<file path="config.mk">
export PLATFORM = sky130hd
export DESIGN_NAME = srmc_top
export DESIGN_NICKNAME = d
export VERILOG_FILES = /design/src/srmc_pkg.sv /design/src/srmc_top.sv /design/src/srmc_sync.sv
export SDC_FILE = /design/constraint.sdc
export NUM_CORES = 1
export LEC_CHECK = 0
export BUFFER_PORTS_ARGS = -buffer_cell sky130_fd_sc_hd__buf_4
export CAP_MARGIN = 15
export CORE_UTILIZATION = 56
export CTS_BUF_LIST = sky130_fd_sc_hd__clkbuf_4 sky130_fd_sc_hd__clkbuf_8
export CTS_CLUSTER_DIAMETER = 120
export DETAILED_ROUTE_END_ITERATION = 16
export PLACE_DENSITY = 0.81
export RECOVER_POWER = 100
export SETUP_SLACK_MARGIN = 0.3
export SYNTH_ARGS = -nofsm -noshare
export SYNTH_HDL_FRONTEND = slang
export SYNTH_SLANG_ARGS = --single-unit
</file>
<file path="constraint.sdc">
create_clock -name mclk -period 2.2 [get_ports mclk]
set_input_delay 0.11 -clock mclk [delete_from_list [all_inputs] [get_ports mclk]]
set_output_delay 0.11 -clock mclk [all_outputs]
set_load 0.05 [all_outputs]
</file>
<file path="src/srmc_pkg.sv">
// package for the switch reset and mode configuration block
// assumes a single 25 MHz core clock domain
package srmc_pkg;
	// switch-mode strap codes
	localparam logic [3:0] MODE_SINGLE = 4'h0;
	localparam logic [3:0] MODE_SINGLE_EE = 4'h1;
	localparam logic [3:0] MODE_SINGLE_P0UP = 4'h8;
	localparam logic [3:0] MODE_SINGLE_P2UP = 4'h9;
	localparam logic [3:0] MODE_SINGLE_EE_P0UP = 4'hA;
	localparam logic [3:0] MODE_SINGLE_EE_P2UP = 4'hB;
	localparam logic [3:0] MODE_MULTI = 4'hC;
	localparam logic [3:0] MODE_MULTI_EE = 4'hD;
	// reset values
	localparam logic [3:0] MODE_RST = 4'h0;
	localparam logic MERGE_N_RST = 1'b0;
	// lanes of one unmerged x4 port and the base of port 13 lanes in port 12
	localparam int LANES_PER_PORT = 4;
	localparam logic [2:0] UPPER_LANE_BASE = 3'h4;
	// reset sequence: cycles the reset procedure takes after release
	localparam int RESET_PROC_NS = 400;
	localparam int CLK_PERIOD_NS = 40;
	localparam int RESET_PROC_CYC = (RESET_PROC_NS + CLK_PERIOD_NS - 1) / CLK_PERIOD_NS;
	localparam int CNT_W = 8;

	// sequencer states
	typedef enum logic [1:0] {
		SQ_RESET = 2'b00,
		SQ_PROC = 2'b01,
		SQ_HOLD = 2'b10,
		SQ_RUN = 2'b11
	} srmc_state_t;
endpackage

</file>
<file path="src/srmc_top.sv">
// reset sequencer and boot strap decoder for the switch
// assumes arst_n is the power-on reset; straps and reset pins arrive asynchronously
`timescale 1ns/10ps

// Summary of operation
// - merge strap low merges ports 12/13 x8
// - port 13 lanes become lanes 4-7
// - merge strap high keeps two x4 ports
// - undriven merge strap means merge requested
// - fundamental reset holds all logic in reset
// - reset hold stops after procedure, SMBus alive
// - hold exits when SMBus clears hold bit
// - code 0 single, code 1 with EEPROM
// - code 8 port 0 upstream, port 2 off
// - codes A/B EEPROM with chosen upstream port
// - codes C/D multi-partition, D with EEPROM
module srmc_top #(
	parameter int PROC_CYC = srmc_pkg::RESET_PROC_CYC
) (
	input wire logic mclk, // core clock, 25 MHz
	input wire logic arst_n, // power-on reset, active low
	input wire logic fundamental_reset_n, // global fundamental reset pin
	input wire logic reset_hold, // reset-hold strap pin
	input wire logic [3:0] switch_config_select, // switch-mode straps
	input wire logic port_pair_merge_n, // port 12/13 merge strap, pulled low
	input wire logic hold_bit_clear, // SMBus master clears hold bit, pulse
	output logic core_reset_n, // reset to switch core, active low
	output logic smbus_enable, // master and slave SMBus active
	output logic hold_bit, // reset-hold bit of switch control register
	output logic proc_running, // reset procedure in progress
	output logic [3:0] mode_latched, // captured switch-mode code
	output logic port12_x8, // ports 12 and 13 merged
	output logic port13_enable, // port 13 runs as its own port
	output logic [2:0] port13_lane_base, // first port 12 lane fed by port 13
	output logic [2:0] port12_width_lanes, // lane count of port 12 minus one
	output logic multi_partition, // multi-partition mode
	output logic eeprom_init, // initialise from serial EEPROM
	output logic port0_upstream, // port 0 is upstream
	output logic port2_upstream, // port 2 is upstream
	output logic port0_disable, // port 0 disabled
	output logic port2_disable, // port 2 disabled
	output logic mode_reserved // strap code is reserved
);
	// strap decode: one flag for each property of the selected switch mode
	typedef struct packed {
		logic reserved; // code outside the defined set
		logic multi; // multi-partition operation
		logic eeprom; // load from serial EEPROM
		logic p0_up; // port 0 is upstream
		logic p2_up; // port 2 is upstream
		logic p0_off; // port 0 disabled
		logic p2_off; // port 2 disabled
	} srmc_dec_t;

	// every register of the sequencer, filled by one process and stored by another; the pin synchroniser keeps its own
	typedef struct packed {
		srmc_pkg::srmc_state_t st; // sequencer state
		logic [srmc_pkg::CNT_W-1:0] cnt; // cycles spent in the reset procedure
		logic hold; // reset-hold bit
		logic [3:0] mode; // captured switch-mode code
		logic merge_n; // captured merge strap
		logic core_rst_n; // core reset, active low
		srmc_dec_t dec; // decoded mode flags
	} srmc_regs_t;

	srmc_regs_t r_q;
	srmc_regs_t r_d;
	logic [6:0] pins_s;
	logic perst_s;
	logic hold_s;
	logic [3:0] mode_s;
	logic merge_s;

	// ================================================================
	// pin synchronisers; the merge strap resets low like its pull-down
	// the mode bits cross as a bus, which is safe only because they sit still during reset
	srmc_sync #(
		.W(7),
		.RST_VAL(7'h00)
	) u_sync (
		.mclk(mclk),
		.arst_n(arst_n),
		.din({fundamental_reset_n, reset_hold, switch_config_select, port_pair_merge_n}),
		.dout(pins_s)
	);

	assign perst_s = pins_s[6];
	assign hold_s = pins_s[5];
	assign mode_s = pins_s[4:1];
	assign merge_s = pins_s[0];

	// ================================================================
	// mode decode; a reserved code only raises its flag and leaves a plain single partition
	function automatic srmc_dec_t decode_mode(input logic [3:0] m);
		srmc_dec_t v;
		v = '0;
		unique case (m)
			srmc_pkg::MODE_SINGLE: begin
				v = '0;
			end
			srmc_pkg::MODE_SINGLE_EE: begin
				v.eeprom = 1'b1;
			end
			srmc_pkg::MODE_SINGLE_P0UP: begin
				v.p0_up = 1'b1;
				v.p2_off = 1'b1;
			end
			srmc_pkg::MODE_SINGLE_P2UP: begin
				v.p2_up = 1'b1;
				v.p0_off = 1'b1;
			end
			srmc_pkg::MODE_SINGLE_EE_P0UP: begin
				v.eeprom = 1'b1;
				v.p0_up = 1'b1;
				v.p2_off = 1'b1;
			end
			srmc_pkg::MODE_SINGLE_EE_P2UP: begin
				v.eeprom = 1'b1;
				v.p2_up = 1'b1;
				v.p0_off = 1'b1;
			end
			srmc_pkg::MODE_MULTI: begin
				v.multi = 1'b1;
			end
			srmc_pkg::MODE_MULTI_EE: begin
				v.multi = 1'b1;
				v.eeprom = 1'b1;
			end
			default: begin
				v.reserved = 1'b1; // codes 2 to 7, E and F
			end
		endcase
		return v;
	endfunction

	// ================================================================
	// next-state logic of the sequencer
	// straps are taken once, on the edge that leaves reset, so later strap moves change nothing
	// a hold clear outside the hold state is ignored; the reset pin wins over state, counter and core reset, but a clear in hold still drops the hold bit
	always_comb begin
		r_d = r_q;
		unique case (r_q.st)
			srmc_pkg::SQ_RESET: begin
				r_d.core_rst_n = 1'b0;
				r_d.hold = hold_s;
				r_d.cnt = '0;
				if (perst_s) begin
					r_d.mode = mode_s;
					r_d.merge_n = merge_s;
					r_d.dec = decode_mode(mode_s);
					r_d.st = srmc_pkg::SQ_PROC;
				end
			end
			srmc_pkg::SQ_PROC: begin
				r_d.cnt = r_q.cnt + 1'b1;
				if (32'(r_q.cnt) + 1 >= PROC_CYC) begin
					if (r_q.hold) begin
						r_d.st = srmc_pkg::SQ_HOLD;
					end else begin
						r_d.st = srmc_pkg::SQ_RUN;
						r_d.core_rst_n = 1'b1;
					end
				end
			end
			srmc_pkg::SQ_HOLD: begin
				if (hold_bit_clear) begin
					r_d.hold = 1'b0;
					r_d.st = srmc_pkg::SQ_RUN;
					r_d.core_rst_n = 1'b1;
				end
			end
			srmc_pkg::SQ_RUN: begin
				r_d.core_rst_n = 1'b1;
			end
		endcase
		// fundamental reset overrides every state
		if (!perst_s) begin
			r_d.st = srmc_pkg::SQ_RESET;
			r_d.core_rst_n = 1'b0;
			r_d.cnt = '0;
		end
	end

	// ================================================================
	// state register
	always_ff @(posedge mclk or negedge arst_n) begin
		if (!arst_n) begin
			r_q.st <= srmc_pkg::SQ_RESET;
			r_q.cnt <= '0;
			r_q.hold <= 1'b0;
			r_q.mode <= srmc_pkg::MODE_RST;
			r_q.merge_n <= srmc_pkg::MERGE_N_RST;
			r_q.core_rst_n <= 1'b0;
			r_q.dec <= '0;
		end else begin
			r_q <= r_d;
		end
	end

	// ================================================================
	// outputs
	assign core_reset_n = r_q.core_rst_n;
	assign smbus_enable = (r_q.st == srmc_pkg::SQ_HOLD) || (r_q.st == srmc_pkg::SQ_RUN);
	assign hold_bit = r_q.hold;
	assign proc_running = (r_q.st == srmc_pkg::SQ_PROC);
	assign mode_latched = r_q.mode;
	assign port12_x8 = ~r_q.merge_n;
	assign port13_enable = r_q.merge_n;
	assign port13_lane_base = srmc_pkg::UPPER_LANE_BASE;
	assign port12_width_lanes = r_q.merge_n ? 3'(srmc_pkg::LANES_PER_PORT - 1)
		: 3'(2 * srmc_pkg::LANES_PER_PORT - 1);
	assign mode_reserved = r_q.dec.reserved;
	assign multi_partition = r_q.dec.multi;
	assign eeprom_init = r_q.dec.eeprom;
	assign port0_upstream = r_q.dec.p0_up;
	assign port2_upstream = r_q.dec.p2_up;
	assign port2_disable = r_q.dec.p2_off;
	assign port0_disable = r_q.dec.p0_off;
endmodule

</file>
<file path="src/srmc_sync.sv">
// two flip-flop synchroniser for a bus of pin levels
// assumes the inputs come from outside the mclk domain
`timescale 1ns/10ps
module srmc_sync #(
	parameter int W = 1,
	parameter logic [W-1:0] RST_VAL = '0
) (
	input wire logic mclk, // core clock
	input wire logic arst_n, // asynchronous reset, active low
	input wire logic [W-1:0] din, // asynchronous levels
	output logic [W-1:0] dout // synchronised levels
);
	logic [W-1:0] meta_q;

	// ================================================================
	// two-stage capture
	always_ff @(posedge mclk or negedge arst_n) begin
		if (!arst_n) begin
			meta_q <= RST_VAL;
			dout <= RST_VAL;
		end else begin
			meta_q <= din;
			dout <= meta_q;
		end
	end
endmodule

</file>
==> results.sh <==
export IMPL_antenna_found_initial=0
export IMPL_power_density_nw_per_um2=1230
export IMPL_clk_pin_slew_worst_paths_ps=110
export IMPL_crit_buf_inv=1
export IMPL_async_flop_share_pct=100
export IMPL_critPathLaunch="r_q[23]"
export IMPL_cts_root_buf="clkbuf_4"
export IMPL_io_pins=33
export IMPL_start_kind="flip-flop"
export IMPL_setup_viol=0
export IMPL_crit_slowest_cell="dfrtp_1"
export IMPL_fp_dieH_um=56.6
export IMPL_grt_setup_unrepaired="false"
export IMPL_grt_first_pass_wirelength_um=5090
export IMPL_syn_inst=152
export IMPL_crit_path_end_kind="flip-flop"
export IMPL_cts_buffer_depth=2
export IMPL_numPortBuffers=27
export IMPL_max_stage_delay_ps=450
export IMPL_syn2layout_area_growth_pct=15.0
export IMPL_yosysTopAreaCell="dfrtp_1"
export IMPL_synthAdderAreaFrac_pct=4.49
export IMPL_diodes=0
export IMPL_arrival_ps=2200
export IMPL_hp_class="in -> reg"
export IMPL_synth_xor_area_share_pct=1.05
export IMPL_avgViaCountPerCell=5.51
export IMPL_seqCellArea_um2=903
export IMPL_finalSetupTns_ps=0
export IMPL_peakVddDrop_mv=1.06
export IMPL_routed_wl_um=2990
export IMPL_crit_type="reg -> reg"
export IMPL_drive_above_1_share_pct=17.8
export IMPL_synth_seq_cells=36
export IMPL_min_period_ps=1920
export IMPL_synth_top_area_share_pct=53.9
export IMPL_p_leak_uw=0.000855
export IMPL_synthDistinctLibCells=34
export IMPL_maxSlewHeadroom_pct=44.0
export IMPL_postSynthAreaPerCell_um2=11.0
export IMPL_drv_cap=0
export IMPL_grt_overflow_total=0
export IMPL_drtAntennaViolNets=0
export IMPL_ys_flop_type="dfrtp_1"
export IMPL_min_from="hold_bit_clear"
export IMPL_seq_area_frac_synth_pct=53.9
export IMPL_synthSimpleGateAreaFrac_pct=13.6
export IMPL_drv_slew=0
export IMPL_synth_area_leaders="dfrtp_1 (54%), buf_4 (5.4%), o21ai_0 (4.8%)"
export IMPL_post_route_cell_area_um2=1920
export IMPL_gp_congestion=0.750
export IMPL_multi_input_area_um2=674
export IMPL_grt_pass1_vias=1128
export IMPL_muxShareOfSynthArea_pct=5.16
export IMPL_synth_top_family_by_area="compound AO/OA/AOI/OAI gates"
export IMPL_syn_cell_area_um2=1670
export IMPL_drtIter0Drc=66
export IMPL_hold_violations=0
export IMPL_dr_pass1_iters=4
export IMPL_worst_slew_pin_slew_ps=841
export IMPL_clock_latency_ps=350
export IMPL_grt_max_degree=37
export IMPL_required_ps=2490
export IMPL_crit_family="compound AO/OA/AOI/OAI gates"
export IMPL_via_count=1190
export IMPL_r2r_start="r_q[23]"
export IMPL_fin_skew_ps=4.86
export IMPL_max_freq_ghz=0.522
export IMPL_fp_dieW_um=56.6
export IMPL_cts_buffers=5
export IMPL_clkSinkCount=36
export IMPL_routedWlPerCell_um=13.8
export IMPL_cts_setup_buffers=0
export IMPL_row_count=19
export IMPL_n_fill_cell=223
export IMPL_cts_tree="built"
export IMPL_drc=0
export IMPL_timing_final_crit_share_pct=87.0
export IMPL_dp_hpwl_um=2080
export IMPL_critPathMaxFanout=8
export IMPL_start_util_pct=60.1
export IMPL_grt_usage_pct=21.0
export IMPL_die_area_um2=3210
export IMPL_placed_area_um2=1840
export IMPL_synth_warnings=0
export IMPL_path_cells="inv_1 -> ha_1 -> nand2_1 -> o21bai_1 -> nor3_1 -> o221a_1"
export IMPL_core_um2=2780
export IMPL_htreeDepth=2
export IMPL_synth_compound_area_share_pct=14.1
export IMPL_synth_edff_count=0
export IMPL_status="finished, final reports clean"
export IMPL_fin_nets=200
synth_stat cells, types with 3 or more instances:
library cell  number
dfrtp_1           36
nor2_1             5
a21oi_1            4
nand2_1           17
clkbuf_1           3
ha_1               6
nor3b_1            3
o21ai_0           16
mux2_2             5
nor2b_1            3
mux2i_1            3
inv_1              5
buf_4             12
nand3_1            6
o31ai_1            4
timing repair:
item	in CTS	in global routing
endpoints found under the setup margin	2	4
endpoints found under the hold margin	43	0
hold buffers	8	0
pin swaps	0	2
resized for setup	1	6
cell usage in the layout (no fill, tap or decap), types with 6 or more instances in the layout:
cell and n:
dlygate4sd3_1 8, nand2_1 17, clkbuf_1 17, o21ai_0 16
clkbuf_4 12, dfrtp_1 34, nand3_1 6
worst min-delay path, delay by kind of cell:
family                 cells  cell delay [ps]
and+or+nand+nor            1              210
muxes                      1              120
AOI/OAI and AO/OA          1              110
buffers and inverters      1               70
state kept, by name, summed over array words and instances, names as in the netlist:
signal and flops:
port2_upstream 1, eeprom_init 1, u_sync.dout 7, port13_enable 1, port2_disable 1, mode_latched 4, u_sync.meta_q 7, mode_reserved 1
r_q 10, hold_bit 1, core_reset_n 1, multi_partition 1
routing by layer:
metal / part of all wire, % / up-vias / track usage (%)
li1: - / 576 / -
met5: 0 / - / 0
met3: 4.5 / 4 / 6.68
met4: 0.84 / 0 / 9.76
met1: 44 / 583 / 26.8
met2: 51 / 27 / 32.4
power breakdown:
part | switching [uW] | total, uW | internal, uW
Sequential | 110 | 902 | 793
Clock | 233 | 359 | 126
Combinational | 822 | 1100 | 275
final timing paths:
kind / cells after the start / end / slack [ps]
min in group asynchronous: 2 / r_q[21] / 380
worst min-delay path: 4 / r_q[23] / 310
worst max-delay path: 6 / r_q[22] / 280
max in group asynchronous: 2 / r_q[14] / 1240
worst max register to register: 6 / r_q[22] / 280
worst min register to register: 0 / u_sync.dout[4] / 360
cell families (layout without fill, tap and decap cells):
logic type / count (synthesis) / in the layout
mux: 8 / 8
buf+inv: 20 / 50
simple gates: 44 / 44
flops: 36 / 36
other cells: 2 / 5
compound gates: 34 / 34
xor+xnor: 2 / 2
fa+ha+maj: 6 / 6
layout make-up:
class	instances	share of cell area, %
sequential	36	47.0
multi-input combinational	99	35.1
timing repair buffer	37	11.9
tap	31	2.02
clock buffer	5	1.95
clock inverter	3	1.11
inverter	5	0.976
through the flow:
stage	utilization [%]	total power, uW	instances	setup WS, ps	hold WS, ps
final	69.1	2360	216	285	313
after global routing	69.1	2480	216	165	341
after CTS	71.3	2490	216	310	241
after detailed placement	66.2	2120	200	276	88.4
after global placement	66.2	2070	200	355	78.3
after floorplan	-	1840	155	398	-186
(Power assumes the default switching activity.)
